### src/lcd_port_pkg.sv
// Purpose: Constants, register map and format decoding for the panel port setup block
// Assumes: APB with 32-bit data; each 16-bit register sits in the low half of one word
// Notes: Register indices are multiplied by four to form byte addresses
// How it works
// First port bit 6 picks bus style: 0 is 80-type, 1 is 68-type.
// Format 000 332 one cycle, 001 444 three per two, 011 888 three per pixel.
// Wide formats: 010 888 on 16, 101 444, 110 565, 111 666 on 18; 100 reserved.
// First port format is ignored while the panel type selects an RGB panel.
// Second port width field holds pixels divided by two, minus one.
// Second port height field holds lines minus one.
// Software keeps width times height at forty pixels or more.
// Serial bit 5: 0 is four-wire 8-bit words, 1 is three-wire 9-bit words.
// Serial bit 4: 0 sends most significant bit first, 1 least significant first.
// Serial format 00 is 332 one transfer, 01 is 444 three per two.
// Serial phase and polarity choose data change edge and clock idle level.
// Sync enable set makes a started transfer begin at the next sync fall.
// A sync fall during a frame aborts that frame at that edge; the code aborts only while sync enable is set.
// The panel keeps the sync period longer than one frame transfer.
// Second port bit 6 picks bus style: 0 is 80-type, 1 is 68-type.
// Reserved bits 13 and 12 of the second port reset to zero.
// Software keeps sync enable set until the sync edge after a start.
// Unused bits read as zero and ignore writes.
`default_nettype none

package lcd_port_pkg;

   // Bus geometry
   localparam int ADDR_W = 10;
   localparam int REG_W = 16;

   // Register indices (byte address is four times the index)
   localparam logic [7:0] IDX_P1_PAR = 8'h56;
   localparam logic [7:0] IDX_P2_WID = 8'h58;
   localparam logic [7:0] IDX_P2_HGT = 8'h5A;
   localparam logic [7:0] IDX_P2_SER = 8'h5C;
   localparam logic [7:0] IDX_P2_PAR = 8'h5E;
   localparam logic [7:0] IDX_STATUS = 8'h60;

   // Writable bits of each register
   localparam logic [15:0] MASK_P1_PAR = 16'h33C7;
   localparam logic [15:0] MASK_P2_PAR = 16'h30C7;
   localparam logic [15:0] MASK_WID = 16'h01FF;
   localparam logic [15:0] MASK_HGT = 16'h03FF;
   localparam logic [15:0] MASK_SER = 16'h003F;

   // Reset values
   localparam logic [15:0] RST_P1_PAR = 16'h0000;
   localparam logic [15:0] RST_WID = 16'h0000;
   localparam logic [15:0] RST_HGT = 16'h0000;
   localparam logic [15:0] RST_SER = 16'h0000;
   localparam logic [15:0] RST_P2_PAR = 16'h0000;

   // Field positions
   localparam int BIT_SYNC_EN = 7;
   localparam int BIT_TYPE68 = 6;
   localparam int FMT_LSB = 0;
   localparam int BIT_SER_3WIRE = 5;
   localparam int BIT_SER_LSB = 4;
   localparam int SER_FMT_LSB = 2;
   localparam int BIT_SER_PHASE = 1;
   localparam int BIT_SER_POL = 0;
   localparam int WID_W = 9;
   localparam int HGT_W = 10;

   // Status register bits
   localparam int ST_P1_BUSY = 0;
   localparam int ST_P2_BUSY = 1;
   localparam int ST_AREA_SMALL = 2;

   // Panel type codes that select an RGB panel
   localparam logic [1:0] PANEL_RGB_A = 2'h0;
   localparam logic [1:0] PANEL_RGB_B = 2'h1;

   // Smallest legal frame area in pixels
   localparam logic [21:0] MIN_AREA = 22'h000028;

   typedef enum logic [1:0] {
      GATE_IDLE = 2'b00,
      GATE_WAIT = 2'b01,
      GATE_SEND = 2'b10
   } gate_state_t;

   typedef struct packed {
      logic [4:0] bus_width;
      logic [1:0] cycles;
      logic [1:0] pixels;
      logic reserved;
   } fmt_info_t;

   // Parallel packing: bus width, cycles per group and pixels per group
   function automatic fmt_info_t decode_par_fmt(input logic [2:0] code);
      fmt_info_t f;
      f = '0;
      unique case (code)
         3'h0: f = '{5'h08, 2'h1, 2'h1, 1'b0};
         3'h1: f = '{5'h08, 2'h3, 2'h2, 1'b0};
         3'h2: f = '{5'h10, 2'h3, 2'h2, 1'b0};
         3'h3: f = '{5'h08, 2'h3, 2'h1, 1'b0};
         3'h4: f = '{5'h00, 2'h0, 2'h0, 1'b1};
         3'h5: f = '{5'h10, 2'h1, 2'h1, 1'b0};
         3'h6: f = '{5'h10, 2'h1, 2'h1, 1'b0};
         3'h7: f = '{5'h12, 2'h1, 2'h1, 1'b0};
      endcase
      return f;
   endfunction

   // Serial packing: 8-bit transfers for codes 0 and 1; codes 2 and 3 are reserved with zero width
   function automatic fmt_info_t decode_ser_fmt(input logic [1:0] code);
      fmt_info_t f;
      f = '0;
      unique case (code)
         2'h0: f = '{5'h08, 2'h1, 2'h1, 1'b0};
         2'h1: f = '{5'h08, 2'h3, 2'h2, 1'b0};
         2'h2: f = '{5'h00, 2'h0, 2'h0, 1'b1};
         2'h3: f = '{5'h00, 2'h0, 2'h0, 1'b1};
      endcase
      return f;
   endfunction

endpackage

`default_nettype wire

### src/lcd_port_setup.sv
// Purpose: APB register file and decoded setup for two display panel ports
// Assumes: APB4 slave, zero wait states; panel type and frame pulses come from this clock
// Notes: Decoded outputs follow a register write by two cycles, P2_AREA_SMALL_OUT by three
//
// The APB slave port is this design's own decision.
`timescale 1ns/100ps
`default_nettype none

module lcd_port_setup
   import lcd_port_pkg::*;
(
   // Clock and reset
   input wire logic CLK_SYS_IN,
   input wire logic RSTN_IN,
   // APB slave
   input wire logic PSEL_IN,
   input wire logic PENABLE_IN,
   input wire logic PWRITE_IN,
   input wire logic [ADDR_W-1:0] PADDR_IN,
   input wire logic [31:0] PWDATA_IN,
   input wire logic [3:0] PSTRB_IN,
   output logic [31:0] PRDATA_OUT,
   output logic PREADY_OUT,
   output logic PSLVERR_OUT,
   // Panel type select and frame control
   input wire logic [1:0] PANEL_TYPE_IN,
   input wire logic P1_START_IN,
   input wire logic P1_DONE_IN,
   input wire logic P2_START_IN,
   input wire logic P2_DONE_IN,
   // Frame sync pins
   input wire logic PORT1_FRAME_SYNC_IN,
   input wire logic PORT2_FRAME_SYNC_IN,
   // Frame gating
   output logic P1_GO_OUT,
   output logic P1_ABORT_OUT,
   output logic P1_BUSY_OUT,
   output logic P2_GO_OUT,
   output logic P2_ABORT_OUT,
   output logic P2_BUSY_OUT,
   // First port parallel setup
   output logic P1_TYPE68_OUT,
   output logic P1_FMT_ACTIVE_OUT,
   output logic [4:0] P1_BUS_WIDTH_OUT,
   output logic [1:0] P1_CYCLES_OUT,
   output logic [1:0] P1_PIXELS_OUT,
   output logic P1_FMT_RSVD_OUT,
   // Second port parallel setup
   output logic P2_TYPE68_OUT,
   output logic [4:0] P2_BUS_WIDTH_OUT,
   output logic [1:0] P2_CYCLES_OUT,
   output logic [1:0] P2_PIXELS_OUT,
   output logic P2_FMT_RSVD_OUT,
   // Second port display size
   output logic [10:0] P2_WIDTH_PIX_OUT,
   output logic [10:0] P2_HEIGHT_OUT,
   output logic P2_AREA_SMALL_OUT,
   // Second port serial setup
   output logic P2_SER_3WIRE_OUT,
   output logic [3:0] P2_SER_WORD_BITS_OUT,
   output logic P2_SER_LSB_FIRST_OUT,
   output logic [1:0] P2_SER_XFERS_OUT,
   output logic [1:0] P2_SER_PIXELS_OUT,
   output logic P2_SER_RSVD_OUT,
   output logic P2_SCLK_IDLE_HIGH_OUT,
   output logic P2_SCLK_CHANGE_RISE_OUT
);

   // Reset release
   logic [1:0] rst_pipe;
   logic rst_n;

   always_ff @(posedge CLK_SYS_IN or negedge RSTN_IN) begin
      if (!RSTN_IN) begin
         rst_pipe <= 2'b00;
      end else begin
         rst_pipe <= {rst_pipe[0], 1'b1};
      end
   end

   assign rst_n = rst_pipe[1];

   // Registers
   logic [15:0] p1_par;
   logic [15:0] p2_wid;
   logic [15:0] p2_hgt;
   logic [15:0] p2_ser;
   logic [15:0] p2_par;
   logic [31:0] prdata;

   // APB decode
   wire setup_phase = PSEL_IN & ~PENABLE_IN;
   wire access_phase = PSEL_IN & PENABLE_IN;
   wire hit_p1_par = (PADDR_IN == {IDX_P1_PAR, 2'b00});
   wire hit_p2_wid = (PADDR_IN == {IDX_P2_WID, 2'b00});
   wire hit_p2_hgt = (PADDR_IN == {IDX_P2_HGT, 2'b00});
   wire hit_p2_ser = (PADDR_IN == {IDX_P2_SER, 2'b00});
   wire hit_p2_par = (PADDR_IN == {IDX_P2_PAR, 2'b00});
   wire hit_status = (PADDR_IN == {IDX_STATUS, 2'b00});
   wire mapped = hit_p1_par | hit_p2_wid | hit_p2_hgt | hit_p2_ser | hit_p2_par | hit_status;
   wire wr_en = access_phase & PWRITE_IN & mapped;
   wire [15:0] lane_mask = {{8{PSTRB_IN[1]}}, {8{PSTRB_IN[0]}}};

   // Merge written lanes into the old value; unused bits stay zero
   function automatic logic [15:0] wmerge(input logic [15:0] old, input logic [15:0] data,
                                          input logic [15:0] lanes, input logic [15:0] mask);
      return ((old & ~lanes) | (data & lanes)) & mask;
   endfunction

   wire [15:0] wdata = PWDATA_IN[15:0];

   always_ff @(posedge CLK_SYS_IN or negedge rst_n) begin
      if (!rst_n) begin
         p1_par <= RST_P1_PAR;
         p2_wid <= RST_WID;
         p2_hgt <= RST_HGT;
         p2_ser <= RST_SER;
         p2_par <= RST_P2_PAR;
      end else if (wr_en) begin
         if (hit_p1_par) p1_par <= wmerge(p1_par, wdata, lane_mask, MASK_P1_PAR);
         if (hit_p2_wid) p2_wid <= wmerge(p2_wid, wdata, lane_mask, MASK_WID);
         if (hit_p2_hgt) p2_hgt <= wmerge(p2_hgt, wdata, lane_mask, MASK_HGT);
         if (hit_p2_ser) p2_ser <= wmerge(p2_ser, wdata, lane_mask, MASK_SER);
         if (hit_p2_par) p2_par <= wmerge(p2_par, wdata, lane_mask, MASK_P2_PAR);
      end
   end

   // Frame sync edges and gating
   logic p1_fall;
   logic p2_fall;

   fsync_edge u_p1_sync (
      .clk_in(CLK_SYS_IN),
      .rst_n_in(rst_n),
      .pin_in(PORT1_FRAME_SYNC_IN),
      .fall_out(p1_fall)
   );

   fsync_edge u_p2_sync (
      .clk_in(CLK_SYS_IN),
      .rst_n_in(rst_n),
      .pin_in(PORT2_FRAME_SYNC_IN),
      .fall_out(p2_fall)
   );

   // RGB panels ignore the parallel format and sync enable of the first port
   wire p1_fmt_active = (PANEL_TYPE_IN != PANEL_RGB_A) && (PANEL_TYPE_IN != PANEL_RGB_B);
   wire p1_sync_en = p1_par[BIT_SYNC_EN] & p1_fmt_active;
   wire p2_sync_en = p2_par[BIT_SYNC_EN];

   frame_gate u_p1_gate (
      .clk_in(CLK_SYS_IN),
      .rst_n_in(rst_n),
      .sync_en_in(p1_sync_en),
      .start_in(P1_START_IN),
      .done_in(P1_DONE_IN),
      .sync_fall_in(p1_fall),
      .go_out(P1_GO_OUT),
      .abort_out(P1_ABORT_OUT),
      .busy_out(P1_BUSY_OUT)
   );

   frame_gate u_p2_gate (
      .clk_in(CLK_SYS_IN),
      .rst_n_in(rst_n),
      .sync_en_in(p2_sync_en),
      .start_in(P2_START_IN),
      .done_in(P2_DONE_IN),
      .sync_fall_in(p2_fall),
      .go_out(P2_GO_OUT),
      .abort_out(P2_ABORT_OUT),
      .busy_out(P2_BUSY_OUT)
   );

   // Decoded setup
   wire fmt_info_t next_p1_info = p1_fmt_active ? decode_par_fmt(p1_par[FMT_LSB +: 3]) : '0;
   wire fmt_info_t next_p2_info = decode_par_fmt(p2_par[FMT_LSB +: 3]);
   wire fmt_info_t next_ser_info = decode_ser_fmt(p2_ser[SER_FMT_LSB +: 2]);
   wire [10:0] next_width = {1'b0, p2_wid[WID_W-1:0], 1'b0} + 11'h002;
   wire [10:0] next_height = {1'b0, p2_hgt[HGT_W-1:0]} + 11'h001;
   wire [21:0] area = P2_WIDTH_PIX_OUT * P2_HEIGHT_OUT;
   wire next_area_small = (area < MIN_AREA);
   wire next_idle_high = p2_ser[BIT_SER_POL];
   wire next_change_rise = p2_ser[BIT_SER_PHASE] ^ p2_ser[BIT_SER_POL];
   wire [3:0] next_word_bits = p2_ser[BIT_SER_3WIRE] ? 4'h9 : 4'h8;

   fmt_info_t p1_info;
   fmt_info_t p2_info;
   fmt_info_t ser_info;

   always_ff @(posedge CLK_SYS_IN or negedge rst_n) begin
      if (!rst_n) begin
         p1_info <= '0;
         p2_info <= '0;
         ser_info <= '0;
         P1_TYPE68_OUT <= 1'b0;
         P1_FMT_ACTIVE_OUT <= 1'b0;
         P2_TYPE68_OUT <= 1'b0;
         P2_WIDTH_PIX_OUT <= 11'h000;
         P2_HEIGHT_OUT <= 11'h000;
         P2_AREA_SMALL_OUT <= 1'b0;
         P2_SER_3WIRE_OUT <= 1'b0;
         P2_SER_WORD_BITS_OUT <= 4'h8;
         P2_SER_LSB_FIRST_OUT <= 1'b0;
         P2_SCLK_IDLE_HIGH_OUT <= 1'b0;
         P2_SCLK_CHANGE_RISE_OUT <= 1'b0;
      end else begin
         p1_info <= next_p1_info;
         p2_info <= next_p2_info;
         ser_info <= next_ser_info;
         P1_TYPE68_OUT <= p1_par[BIT_TYPE68];
         P1_FMT_ACTIVE_OUT <= p1_fmt_active;
         P2_TYPE68_OUT <= p2_par[BIT_TYPE68];
         P2_WIDTH_PIX_OUT <= next_width;
         P2_HEIGHT_OUT <= next_height;
         P2_AREA_SMALL_OUT <= next_area_small;
         P2_SER_3WIRE_OUT <= p2_ser[BIT_SER_3WIRE];
         P2_SER_WORD_BITS_OUT <= next_word_bits;
         P2_SER_LSB_FIRST_OUT <= p2_ser[BIT_SER_LSB];
         P2_SCLK_IDLE_HIGH_OUT <= next_idle_high;
         P2_SCLK_CHANGE_RISE_OUT <= next_change_rise;
      end
   end

   assign P1_BUS_WIDTH_OUT = p1_info.bus_width;
   assign P1_CYCLES_OUT = p1_info.cycles;
   assign P1_PIXELS_OUT = p1_info.pixels;
   assign P1_FMT_RSVD_OUT = p1_info.reserved;
   assign P2_BUS_WIDTH_OUT = p2_info.bus_width;
   assign P2_CYCLES_OUT = p2_info.cycles;
   assign P2_PIXELS_OUT = p2_info.pixels;
   assign P2_FMT_RSVD_OUT = p2_info.reserved;
   assign P2_SER_XFERS_OUT = ser_info.cycles;
   assign P2_SER_PIXELS_OUT = ser_info.pixels;
   assign P2_SER_RSVD_OUT = ser_info.reserved;

   // Read path, captured in the setup cycle so data is ready in the access cycle
   wire [15:0] status_word = {13'h0000, P2_AREA_SMALL_OUT, P2_BUSY_OUT, P1_BUSY_OUT};
   wire [15:0] rd_mux = ({16{hit_p1_par}} & p1_par) | ({16{hit_p2_wid}} & p2_wid) |
                        ({16{hit_p2_hgt}} & p2_hgt) | ({16{hit_p2_ser}} & p2_ser) |
                        ({16{hit_p2_par}} & p2_par) | ({16{hit_status}} & status_word);

   always_ff @(posedge CLK_SYS_IN or negedge rst_n) begin
      if (!rst_n) begin
         prdata <= 32'h0000_0000;
      end else if (setup_phase && !PWRITE_IN) begin
         prdata <= {16'h0000, rd_mux};
      end
   end

   assign PRDATA_OUT = prdata;
   assign PREADY_OUT = 1'b1;
   assign PSLVERR_OUT = access_phase & ~mapped;
endmodule

`default_nettype wire

### src/fsync_edge.sv
// Purpose: Bring a frame-sync pin into the system clock and flag its falling edges
// Assumes: Pin is asynchronous to the system clock
// Notes: Falling-edge pulse lags the pin by one to two cycles
`timescale 1ns/100ps
`default_nettype none

module fsync_edge (
   // Clock and reset
   input wire logic clk_in,
   input wire logic rst_n_in,
   // Pin and edge
   input wire logic pin_in,
   output logic fall_out
);

   logic meta;
   logic stable;
   logic prev;

   // First flop feeds only the second
   always_ff @(posedge clk_in or negedge rst_n_in) begin
      if (!rst_n_in) begin
         meta <= 1'b1;
         stable <= 1'b1;
         prev <= 1'b1;
      end else begin
         meta <= pin_in;
         stable <= meta;
         prev <= stable;
      end
   end

   assign fall_out = prev & ~stable;

endmodule

`default_nettype wire

### src/frame_gate.sv
// Purpose: Start, hold and abort frame output of one panel port against its frame sync
// Assumes: start and done are one-cycle pulses from logic on the same clock
// Notes: A start while busy is ignored
`timescale 1ns/100ps
`default_nettype none

module frame_gate
   import lcd_port_pkg::*;
(
   // Clock and reset
   input wire logic clk_in,
   input wire logic rst_n_in,
   // Control
   input wire logic sync_en_in,
   input wire logic start_in,
   input wire logic done_in,
   input wire logic sync_fall_in,
   // Status
   output logic go_out,
   output logic abort_out,
   output logic busy_out
);

   gate_state_t state;
   gate_state_t next_state;
   logic next_go;
   logic next_abort;

   always_comb begin
      next_state = state;
      next_go = 1'b0;
      next_abort = 1'b0;
      unique case (state)
         GATE_IDLE: begin
            if (start_in && sync_en_in) begin
               next_state = GATE_WAIT;
            end else if (start_in) begin
               next_state = GATE_SEND;
               next_go = 1'b1;
            end
         end
         GATE_WAIT: begin
            // Stays here until a sync edge even if the enable drops
            if (sync_fall_in) begin
               next_state = GATE_SEND;
               next_go = 1'b1;
            end
         end
         GATE_SEND: begin
            if (done_in) begin
               next_state = GATE_IDLE;
            end else if (sync_en_in && sync_fall_in) begin
               next_state = GATE_IDLE;
               next_abort = 1'b1;
            end
         end
         default: next_state = GATE_IDLE;
      endcase
   end

   always_ff @(posedge clk_in or negedge rst_n_in) begin
      if (!rst_n_in) begin
         state <= GATE_IDLE;
         go_out <= 1'b0;
         abort_out <= 1'b0;
      end else begin
         state <= next_state;
         go_out <= next_go;
         abort_out <= next_abort;
      end
   end

   assign busy_out = (state != GATE_IDLE);
endmodule

`default_nettype wire

### config.mk
export PLATFORM = sky130hd
export DESIGN_NAME = lcd_port_setup
export DESIGN_NICKNAME = d
export VERILOG_FILES = /design/src/lcd_port_pkg.sv /design/src/lcd_port_setup.sv /design/src/fsync_edge.sv /design/src/frame_gate.sv
export SDC_FILE = /design/constraint.sdc
export NUM_CORES = 1
export LEC_CHECK = 0
export BUFFER_PORTS_ARGS = -buffer_cell sky130_fd_sc_hd__buf_4
export CORE_ASPECT_RATIO = 0.5
export CORE_UTILIZATION = 58
export CTS_CLUSTER_SIZE = 16
export DETAILED_ROUTE_END_ITERATION = 10
export GPL_TIMING_DRIVEN = 0
export PLACE_DENSITY = 0.88
export SYNTH_ARGS = -nofsm -noshare
export SYNTH_HDL_FRONTEND = slang
export SYNTH_SLANG_ARGS = --single-unit
### constraint.sdc
create_clock -name CLK_SYS_IN -period 8.95 [get_ports CLK_SYS_IN]
set_input_delay 1.79 -clock CLK_SYS_IN [delete_from_list [all_inputs] [get_ports CLK_SYS_IN]]
set_output_delay 1.79 -clock CLK_SYS_IN [all_outputs]
set_load 0.02 [all_outputs]
# Word-level counts from Yosys, hierarchy flattened
# Memory sizes are Yosys's and may differ from the RTL's. A register that Yosys moved wholly into a read port is not among the register bits.
# Cells that the tools add are included.
# totals
regBits	127
latchBits	0
ramBits	0
rom_bits	128
input_bits	59
memories	2
# memory_table
memory	depth	word_bits	read_ports	rd_clocked_by_memory_dff	wr	line_no	source
(no name shown)	8	8	1	1	0	lcd_port_pkg.sv:94	unique case (code)
(no name shown)	8	8	1	0	0	lcd_port_pkg.sv:94	
# classes
addsub	2
n_mul	1
div_mod_pow	0
order_cmp	1
eq_ne	20
shifts	0
n_mux	29
bitwise	41
n_reduce_logical	22
# ops
op	n
OR 16 bit	5
== test 10 x 9 -> 1 bit (second input constant)	6
bitwise AND 14 bit	3
bitwise AND 16 x 14 -> 16 bit	2
OR 14 bit	2
< comparator 22 x 6 -> 1 bit (second input constant)	1
multiplier 11 x 11 -> 22 bit	1
2-to-1 mux 2 bit	10
bitwise AND 16 x 10 -> 16 bit	1
bitwise AND 16 x 3 -> 16 bit	1
bitwise AND 16 x 6 -> 16 bit	1
bitwise AND 16 x 9 -> 16 bit	1
one-hot mux 5 bit (3 select lines)	1
NOT 14 bit	1
2-to-1 mux 1 bit	13
inequality test 3 x 2 -> 1 bit (second input constant)	4
one-hot mux 2 bit (3 select lines)	2
adder 10 x 1 -> 11 bit (second input constant)	1
adder 10 x 2 -> 11 bit (second input constant)	1
bitwise AND 10 bit	1
2-to-1 mux 10 bit	1
OR 10 bit	1
AND reduction 2 bit	5
bitwise AND 9 bit	1
17 further kinds	50

# Longest topological paths before layout
# Gate-level depths: netlist (run 1).
# logic_depth
word_depth	8
depth_mapped	22
mapped_depth_nobuf	20

# By module
# From an unflattened synthesis (run 1), not the netlist that was laid out.
# unflattened
cells_unflattened	887
hier_area_um2	8947.3
# modules_own_cells
mod	instances	cells_each	area_each_um2	seq_area_each_um2
lcd_port_setup	1	849	8399.3	2602.5
frame_gate	2	15	181.4	100.1
fsync_edge	2	4	92.6	78.8

# Worst setup path after synthesis (run 1)
# Ideal clock, no wire load.
# synth_timing
path_kind	flip-flop to flip-flop
startpoint	register P2_HEIGHT_OUT[4]
endpoint	register P2_AREA_SMALL_OUT
setup_time_ns	0.068
t_arrival_ns	5.210
required_time_ns	8.882
slack_ns	3.672
stages_incl_launch_ff	21
path_cell_list	dfrtp_1 > clkbuf_1 > nand2_1 > fa_1 > inv_1 > fa_1 > fa_1 > fa_1 > inv_1 > fa_1 > inv_1 > ha_1 > clkbuf_1 > o21ai_0 > nand2b_1 > xnor2_1 > o211ai_1 > nor4_1 > o2111ai_1 > nor4_1 > and4b_1
# synth_via
elab_chain_len	2
# synth_lines
item	line_no	source
start: declaration	lcd_port_setup.sv:56	output logic [10:0] P2_HEIGHT_OUT,
start signal: assignment	lcd_port_setup.sv:215	P2_HEIGHT_OUT <= next_height;
multiplier 11 x 11 -> 22 bit	lcd_port_setup.sv:181	wire [21:0] area = P2_WIDTH_PIX_OUT * P2_HEIGHT_OUT;
< comparator 22 x 6 -> 1 bit	lcd_port_setup.sv:182	wire next_area_small = (area < MIN_AREA);
via next_area_small	lcd_port_setup.sv:182	
end signal: assignment	lcd_port_setup.sv:216	P2_AREA_SMALL_OUT <= next_area_small;
end: declaration	lcd_port_setup.sv:57	output logic P2_AREA_SMALL_OUT,
# The timed path passes the listed nets, and every way through them passes these cells.
# A chain may end at the register's enable or synchronous reset.

# Final worst setup path (run 1)
# layout_timing
startpoint	register P2_WIDTH_PIX_OUT[8]
endpoint	register P2_AREA_SMALL_OUT
# layout_via
elab_chain_len	2
# layout_lines
item	line_no	source
start: declaration	lcd_port_setup.sv:55	output logic [10:0] P2_WIDTH_PIX_OUT,
start signal: assignment	lcd_port_setup.sv:214	P2_WIDTH_PIX_OUT <= next_width;
multiplier 11 x 11 -> 22 bit	lcd_port_setup.sv:181	
< comparator 22 x 6 -> 1 bit	lcd_port_setup.sv:182	
via next_area_small	lcd_port_setup.sv:182	
# The timed path passes the listed nets, and every way through them passes these cells.

==> Flow_metrics.wiki, run 1 <==
{| class="wikitable"
! Metric !! Value
|-
| Result of the run || finished clean
|-
| Number of H-tree levels || 4
|-
| CORE AREA || 14620 µm²
|-
| Layout Nets || 1229
|-
| CP peak stage delay || 0.57 ns
|-
| Fraction of final layout cells with drive strength greater than 1 || 21.46%
|-
| Required time of the worst setup path || 9.29 ns
|-
| Count of input and output buffers || 105
|-
| Source-to-sink clock delay at the later pin of the worst-skew pair || 0.41 ns
|-
| Most Frequent Cell on Critical Path || sky130_fd_sc_hd__fa_1
|-
| Overflow left after global routing || 0
|-
| CTS root buf || sky130_fd_sc_hd__clkbuf_16
|-
| Clock-pin slew of the registers on the worst-case setup and hold paths || 0.06 ns
|-
| Post-synthesis instance area || 8775 µm²
|-
| Layout filler cell count || 985
|-
| Maximum number of pins on one net before global-route repair || 74
|-
| Sequential cell area in the final layout || 2964 µm²
|-
| Worst-case register-to-register setup slack || 2.95 ns
|-
| FF-to-FF End || P2_AREA_SMALL_OUT$_DFF_PN0_
|-
| Global Route Usage Sum || 29.27%
|-
| Cell row count || 31
|-
| Number of clock sinks || 118
|-
| Post-DRT Antenna Nets || 0
|-
| Max-cap violation count || 0
|-
| Total area of multi-input combinational cells || 5162 µm²
|-
| Number of synthesized register bits || 118
|-
| Area overhead of the layout relative to synthesis || 20.65%
|-
| Number of instances in the synthesized netlist || 878
|-
| Number of enable-type register cells in the synthesized netlist || 0
|-
| Crit start category || register
|-
| Transition time at the pin with the least slew margin || 0.7128 ns
|-
| Clock buffer depth || 2
|-
| Worst reg-to-reg path cell count || 20
|-
| Routed WL per cell || 17.23 µm
|-
| DRC || 0
|-
| Sequential area share after synthesis || 33.74%
|-
| Total Negative Setup Slacks || 0 ns
|-
| Clock period minus final worst setup slack || 6.002 ns
|-
| Max FO, Critical Path || 10
|-
| Cell with the largest stage delay on the worst path || sky130_fd_sc_hd__fa_1
|-
| Final critical-path share of the clock period || 67.06%
|-
| Detailed-route vias per instance || 5.576
|-
| X dimension of the die || 175.9 µm
|-
| Number of max-slew violations in the final report || 0
|-
| Syn Area/Cell || 9.994 µm²
|-
| TritonCTS clock tree || yes
|-
| Peak clock frequency supported by timing || 166.6 MHz
|-
| Setup repair after global routing missed its margin || false
|-
| Number of placed instances with taps included || 1210
|-
| Min setup slack post-route || 2.948 ns
|-
| Die area || 15650 µm²
|-
| Max rail drop VDD || 0.0001501 V
|-
| Top-Level Pins || 158
|-
| First-pass GRT wire length || 35430 µm
|-
| Critical setup path kind || reg -> reg
|-
| Sequence of cells on the critical path || clkbuf_1, nand2_1, fa_1, inv_1, fa_1, fa_1, fa_1, inv_1, fa_1, inv_1, ha_1, clkbuf_1, o21ai_0, nand2b_1, xnor2_1, o211ai_1, nor4_1, o2111ai_1, nor4_1, and4b_1
|-
| Max_slew headroom || 52.12%
|-
| Ys flop type || sky130_fd_sc_hd__dfrtp_1
|-
| Number of optimization iterations in the first detailed-route pass || 5
|-
| Routability congestion estimate from global placement || 0.9292
|-
| Resized Gates After CTS || 0
|-
| Starting utilization of the core area || 60.01%
|-
| Number of failing hold endpoints at the final stage || 0
|-
| Critical Path Sink Type || register
|-
| Non-filler instance count after layout || 1242
|-
| Final setup skew || 0.006279 ns
|-
| Inserted Clock Buffers || 17
|-
| Hold Path Class || reg -> async
|-
| Wire length after detailed routing || 21400 µm
|-
| Post CTS Setup Buffer Count || 0
|-
| Minimum setup slack after placement || 3.030 ns
|-
| Yosys warns || 0
|-
| P_leak || 0.005449 µW
|-
| CP Data Arrival Time || 6.34 ns
|-
| Power Density || 130.7 nW/µm²
|-
| HPWL after DPL || 15880 µm
|-
| # setup viols final || 0
|-
| Hold Buf Count CTS || 0
|-
| Proportion of synthesized flip-flops having asynchronous set or reset || 100.0%
|-
| Initial antenna violation count || 0
|-
| Number of distinct library cell variants in the gate-level netlist after synthesis || 55
|-
| Drt first-iter violations || 513
|-
| Vias in the first global route || 7384
|-
| Final design utilization || 72.40%
|-
| Antenna diode count || 0
|-
| Vert. Die Dim || 88.98 µm
|-
| Via count || 6925
|-
| Startpoint of the worst register-to-register path || P2_WIDTH_PIX_OUT[8]$_DFF_PN0_
|}
[worst max-delay path: cells and delay by family, from the launching register on]
kind                       cells  cell delay [ns]
and+or+nand+nor                5             1.14
DFF                            1             0.42
buffers and inverters          5             0.78
xor gates and xnor gates       1             0.21
adders and majority gates      6             2.88
AOI/OAI and AO/OA              3             0.47
[cell usage in the layout, fill, tap and decap left out, drive strengths merged, types with 4 or more instances in the layout]
cell type and instances:
dfstp 6, ha 68, and2 65, nor2 49, o21a 4, o21ai 29, nand3 20, mux2i 10
conb 30, inv 110, o22ai 5, a221oi 5, nor4 9, clkbuf 45, xor2 7, xnor2 17
nor2b 5, nor3 6, bufinv 4, nand2b 11, a21oi 24, clkinv 5, buf 141, mux2 37
a211oi 6, fa 71, nand2 91, dfrtp 112, and3 13
[metrics by stage]
step | hold WS (ns) | area [µm²] | power, µW
floorplan | 0.3312 | 8880 | 619.2
CTS | 0.3543 | 10590 | 1387
global route | 0.3586 | 10590 | 1422
detailed placement | 0.3420 | 9947 | 660.9
finish | 0.3317 | 10590 | 1384
global placement | 0.3382 | 9916 | 655.9
[cells in the mapped netlist, types with 3 or more instances]
library cell | count | area share [%]
sky130_fd_sc_hd__inv_1 | 108 | 4.6
sky130_fd_sc_hd__mux2_2 | 37 | 4.7
sky130_fd_sc_hd__xnor2_1 | 17 | 1.7
sky130_fd_sc_hd__a221oi_1 | 5 | 0.50
sky130_fd_sc_hd__ha_1 | 68 | 9.7
sky130_fd_sc_hd__buf_4 | 31 | 2.7
sky130_fd_sc_hd__nor2_1 | 47 | 2.0
sky130_fd_sc_hd__o21ai_0 | 29 | 1.7
sky130_fd_sc_hd__dfrtp_1 | 112 | 32
sky130_fd_sc_hd__and2_1 | 65 | 4.6
sky130_fd_sc_hd__nand2b_1 | 11 | 0.78
sky130_fd_sc_hd__fa_1 | 71 | 16
sky130_fd_sc_hd__nor3_1 | 6 | 0.34
sky130_fd_sc_hd__nor4_1 | 8 | 0.57
sky130_fd_sc_hd__a21oi_1 | 24 | 1.4
sky130_fd_sc_hd__nand4_1 | 3 | 0.21
sky130_fd_sc_hd__mux2i_1 | 10 | 1.1
sky130_fd_sc_hd__o31ai_1 | 3 | 0.26
sky130_fd_sc_hd__clkbuf_1 | 27 | 1.2
sky130_fd_sc_hd__xor2_1 | 7 | 0.70
sky130_fd_sc_hd__a21boi_0 | 3 | 0.26
sky130_fd_sc_hd__and3_1 | 13 | 0.93
sky130_fd_sc_hd__a31oi_1 | 3 | 0.21
sky130_fd_sc_hd__nand3_1 | 20 | 1.1
sky130_fd_sc_hd__o22ai_1 | 5 | 0.36
sky130_fd_sc_hd__o21a_1 | 4 | 0.34
sky130_fd_sc_hd__dfstp_2 | 6 | 1.8
sky130_fd_sc_hd__a211oi_1 | 6 | 0.51
sky130_fd_sc_hd__nand2_1 | 90 | 3.8
sky130_fd_sc_hd__nor2b_1 | 5 | 0.36
[cell families after synthesis]
kind of cell | count (synthesis) | synth area share, %
compound gates | 92 | 6.460
buf+inv | 170 | 8.627
mux | 49 | 6.402
simple gates | 284 | 16.40
fa+ha+maj | 139 | 25.89
xor+xnor | 24 | 2.396
other cells | 2 | 0.08559
flops | 118 | 33.74
[power by group]
group          internal [µW]  leakage [µW]  switching (µW)
registers                545       0.00151            11.3
clock network            476      0.000303             255
logic                   41.3       0.00364            55.6
[per-layer routing]
layer / share of wire [%] / global-route usage [%]
met1: 38 / 33.20
met5: 0 / 0
met3: 7.1 / 5.910
met2: 52 / 55.05
met4: 2.9 / 12.81
[layout make-up]
cell class / instances / share of cell area, %
Buffer: 62 / 3.321
Clock buffer: 18 / 4.148
Clock inverter: 14 / 1.891
Inverter: 108 / 3.829
Multi-Input combinational cell: 618 / 48.76
Sequential cell: 118 / 28.00
Tap cell: 198 / 2.340
Timing Repair Buffer: 106 / 7.706
[worst max-delay path by stage]
stage	startpoint	end	cells past startpoint
after floorplan	P2_HEIGHT_OUT[4]$_DFF_PN0_	P2_AREA_SMALL_OUT$_DFF_PN0_	20
after global placement	P2_WIDTH_PIX_OUT[8]$_DFF_PN0_	P2_AREA_SMALL_OUT$_DFF_PN0_	20
after detailed placement	P2_WIDTH_PIX_OUT[8]$_DFF_PN0_	P2_AREA_SMALL_OUT$_DFF_PN0_	20
after CTS	P2_WIDTH_PIX_OUT[8]$_DFF_PN0_	P2_AREA_SMALL_OUT$_DFF_PN0_	20
after global routing	P2_WIDTH_PIX_OUT[8]$_DFF_PN0_	P2_AREA_SMALL_OUT$_DFF_PN0_	20
final	P2_WIDTH_PIX_OUT[8]$_DFF_PN0_	P2_AREA_SMALL_OUT$_DFF_PN0_	20
No activity file was read; power rests on OpenSTA's default activity.
==> inputs of run 2 (changes only) <==
- CORE_UTILIZATION: 58 -> 52
- PLACE_DENSITY: 0.88 -> 0.84
- clock period: 8.95 -> 5.3 ns (I/O delays scaled with it)
==> Flow_metrics.wiki, run 2 (synthesis results as in run 1) <==
{| class="wikitable"
! Metric !! Value
|-
| CP Data Arrival Time || 5.52 ns
|-
| Transition time at the pin with the least slew margin || 0.8598 ns
|-
| Die area || 17430 µm²
|-
| Maximum number of pins on one net before global-route repair || 67
|-
| Count of input and output buffers || 105
|-
| Final design utilization || 68.31%
|-
| Final critical-path share of the clock period || 97.91%
|-
| Total Negative Setup Slacks || 0 ns
|-
| Detailed-route vias per instance || 5.394
|-
| Vert. Die Dim || 93.86 µm
|-
| Fraction of final layout cells with drive strength greater than 1 || 30.87%
|-
| DRC || 0
|-
| Cell row count || 33
|-
| Wire length after detailed routing || 21950 µm
|-
| Non-filler instance count after layout || 1296
|-
| Antenna diode count || 0
|-
| Layout filler cell count || 1183
|-
| Number of clock sinks || 118
|-
| Clock buffer depth || 2
|-
| First-pass GRT wire length || 35160 µm
|-
| Worst hold slack after final layout || 0.3538 ns
|-
| P_leak || 0.005647 µW
|-
| Most common cell after layout, fill and taps aside || sky130_fd_sc_hd__buf_4
|-
| Starting utilization of the core area || 53.40%
|-
| Number of optimization iterations in the first detailed-route pass || 7
|-
| Critical setup path kind || reg -> reg
|-
| Clock period minus final worst setup slack || 5.189 ns
|-
| Most frequent cells in the layout || 171 x sky130_fd_sc_hd__buf_4, 99 x sky130_fd_sc_hd__inv_1, 96 x sky130_fd_sc_hd__dfrtp_1, 87 x sky130_fd_sc_hd__nand2_1, 68 x sky130_fd_sc_hd__fa_1
|-
| Power Density || 203.1 nW/µm²
|-
| X dimension of the die || 185.7 µm
|-
| Hold Path Class || reg -> reg
|-
| Max-cap violation count || 0
|-
| FF-to-FF End || P2_AREA_SMALL_OUT$_DFF_PN0_
|-
| CTS root buf || sky130_fd_sc_hd__clkbuf_16
|-
| TritonCTS clock tree || yes
|-
| Initial antenna violation count || 0
|-
| HPWL after DPL || 15610 µm
|-
| Final setup skew || 0.007355 ns
|-
| Worst reg-to-reg path cell count || 18
|-
| Drt first-iter violations || 448
|-
| Inserted Clock Buffers || 17
|-
| Peak clock frequency supported by timing || 192.7 MHz
|-
| Post-DRT Antenna Nets || 0
|-
| Routed WL per cell || 16.93 µm
|-
| Startpoint of the worst register-to-register path || P2_WIDTH_PIX_OUT[5]$_DFF_PN0_
|-
| Number of H-tree levels || 4
|-
| Via count || 6991
|-
| Number of failing hold endpoints at the final stage || 0
|-
| Clock-pin slew of the registers on the worst-case setup and hold paths || 0.05 ns
|-
| Cell count of the worst hold path || 0
|-
| CORE AREA || 16430 µm²
|-
| Worst-case register-to-register setup slack || 0.11 ns
|-
| Hold Path Origin || rst_pipe[0]$_DFF_PN0_
|-
| Global Route Usage Sum || 25.99%
|-
| Critical path origin || P2_WIDTH_PIX_OUT[5]$_DFF_PN0_
|-
| # setup viols final || 0
|-
| Max_slew headroom || 42.68%
|-
| Number of max-slew violations in the final report || 0
|-
| Overflow left after global routing || 0
|-
| Source-to-sink clock delay at the later pin of the worst-skew pair || 0.41 ns
|-
| Required time of the worst setup path || 5.63 ns
|-
| Max rail drop VDD || 0.0002576 V
|-
| Critical Path Sink Type || register
|-
| Result of the run || finished clean
|-
| Crit start category || register
|-
| Max FO, Critical Path || 8
|-
| Area overhead of the layout relative to synthesis || 27.93%
|-
| Number of placed instances with taps included || 1239
|-
| Layout Nets || 1256
|-
| Vias in the first global route || 7253
|-
| Top-Level Pins || 158
|-
| Routability congestion estimate from global placement || 0.8738
|-
| Hold Buf Count CTS || 0
|-
| Worst-case hold path end point || rst_pipe[1]$_DFF_PN0_
|}
-- run 2: changes by cell type in the layout (fill, tap and decap cells not counted), moves of 4 or more --
cell / change
sky130_fd_sc_hd__dfrtp_1: -15
sky130_fd_sc_hd__buf_4: +35
sky130_fd_sc_hd__a21oi_1: -4
sky130_fd_sc_hd__o21ai_0: -5
sky130_fd_sc_hd__clkinv_4: -4
sky130_fd_sc_hd__a211oi_1: -5
sky130_fd_sc_hd__a211oi_2: +4
sky130_fd_sc_hd__inv_2: +9
sky130_fd_sc_hd__dfrtp_2: +15
sky130_fd_sc_hd__clkbuf_1: -15
sky130_fd_sc_hd__ha_4: +9
sky130_fd_sc_hd__ha_1: -12
sky130_fd_sc_hd__inv_1: -9
sky130_fd_sc_hd__buf_8: +4
-- run 2: metrics by stage --
| step | setup WS, ns | power (µW) | cell area [µm²] |
|---|---|---|---|
| after floorplan | 0.02234 | 1046 | 8880 |
| after global placement | -0.6647 | 1108 | 9952 |
| after detailed placement | -0.7555 | 1116 | 9983 |
| after CTS | 0.01069 | 2281 | 10780 |
| after global routing | -0.03982 | 2344 | 11230 |
| final | 0.1105 | 2280 | 11230 |
-- run 2: critical path, cell delays in order, from the launching register on --
cell	delay, ns
sky130_fd_sc_hd__dfrtp_1	0.41
sky130_fd_sc_hd__buf_8	0.15
sky130_fd_sc_hd__and2_1	0.17
sky130_fd_sc_hd__fa_1	0.56
sky130_fd_sc_hd__fa_1	0.44
sky130_fd_sc_hd__fa_1	0.50
sky130_fd_sc_hd__fa_1	0.49
sky130_fd_sc_hd__inv_1	0.05
sky130_fd_sc_hd__fa_1	0.49
sky130_fd_sc_hd__inv_2	0.05
sky130_fd_sc_hd__ha_4	0.25
sky130_fd_sc_hd__o21ai_2	0.12
sky130_fd_sc_hd__nand2b_1	0.11
sky130_fd_sc_hd__xnor2_2	0.16
sky130_fd_sc_hd__o211ai_1	0.12
sky130_fd_sc_hd__nor4_2	0.21
sky130_fd_sc_hd__o2111ai_1	0.17
sky130_fd_sc_hd__nor4_1	0.31
sky130_fd_sc_hd__and4b_2	0.33
-- run 2: worst max path at each step --
stage | endpoint | slack [ns] | cells after the start
2_1_floorplan | P2_AREA_SMALL_OUT$_DFF_PN0_ | 0.02 | 20
3_3_place_gp | P2_AREA_SMALL_OUT$_DFF_PN0_ | -0.66 | 20
3_5_place_dp | P2_AREA_SMALL_OUT$_DFF_PN0_ | -0.76 | 20
4_1_cts | P2_AREA_SMALL_OUT$_DFF_PN0_ | 0.01 | 18
5_1_grt | P2_AREA_SMALL_OUT$_DFF_PN0_ | -0.04 | 20
6_report | P2_AREA_SMALL_OUT$_DFF_PN0_ | 0.11 | 18
-- run 2: layer usage --
metal	routed length, µm	GRT usage (%)
met1	8701	31.54
met2	11210	45.86
met3	1430	5.310
met4	605	9.699
met5	0	0
-- run 2: layout make-up --
class | instances | area [µm²] | share of cell area, %
Clock buffer | 20 | 446.7 | 3.979
Inverter | 108 | 405.4 | 3.611
Timing Repair Buffer | 145 | 1146 | 10.21
Clock inverter | 10 | 155.1 | 1.382
Multi-Input combinational cell | 618 | 5444 | 48.50
Tap cell | 227 | 284.0 | 2.530
Buffer | 50 | 361.6 | 3.221
Sequential cell | 118 | 2983 | 26.57
-- run 2: repair_timing --
action / CTS / global route
resized for setup: 36 / 70
hold endpoints to repair: 0 / 0
pin swaps: 12 / 43
cloned: 0 / 1
endpoints found under the setup margin: 1 / 1
buffers inserted: 15 / 23
-- run 2: where the power goes --
part	total, µW	switching (µW)	internal, µW	leakage (µW)
sequential	943	21.7	921	0.00148
clock	1170	386	789	0.000292
combinational	163	92.7	69.9	0.00387
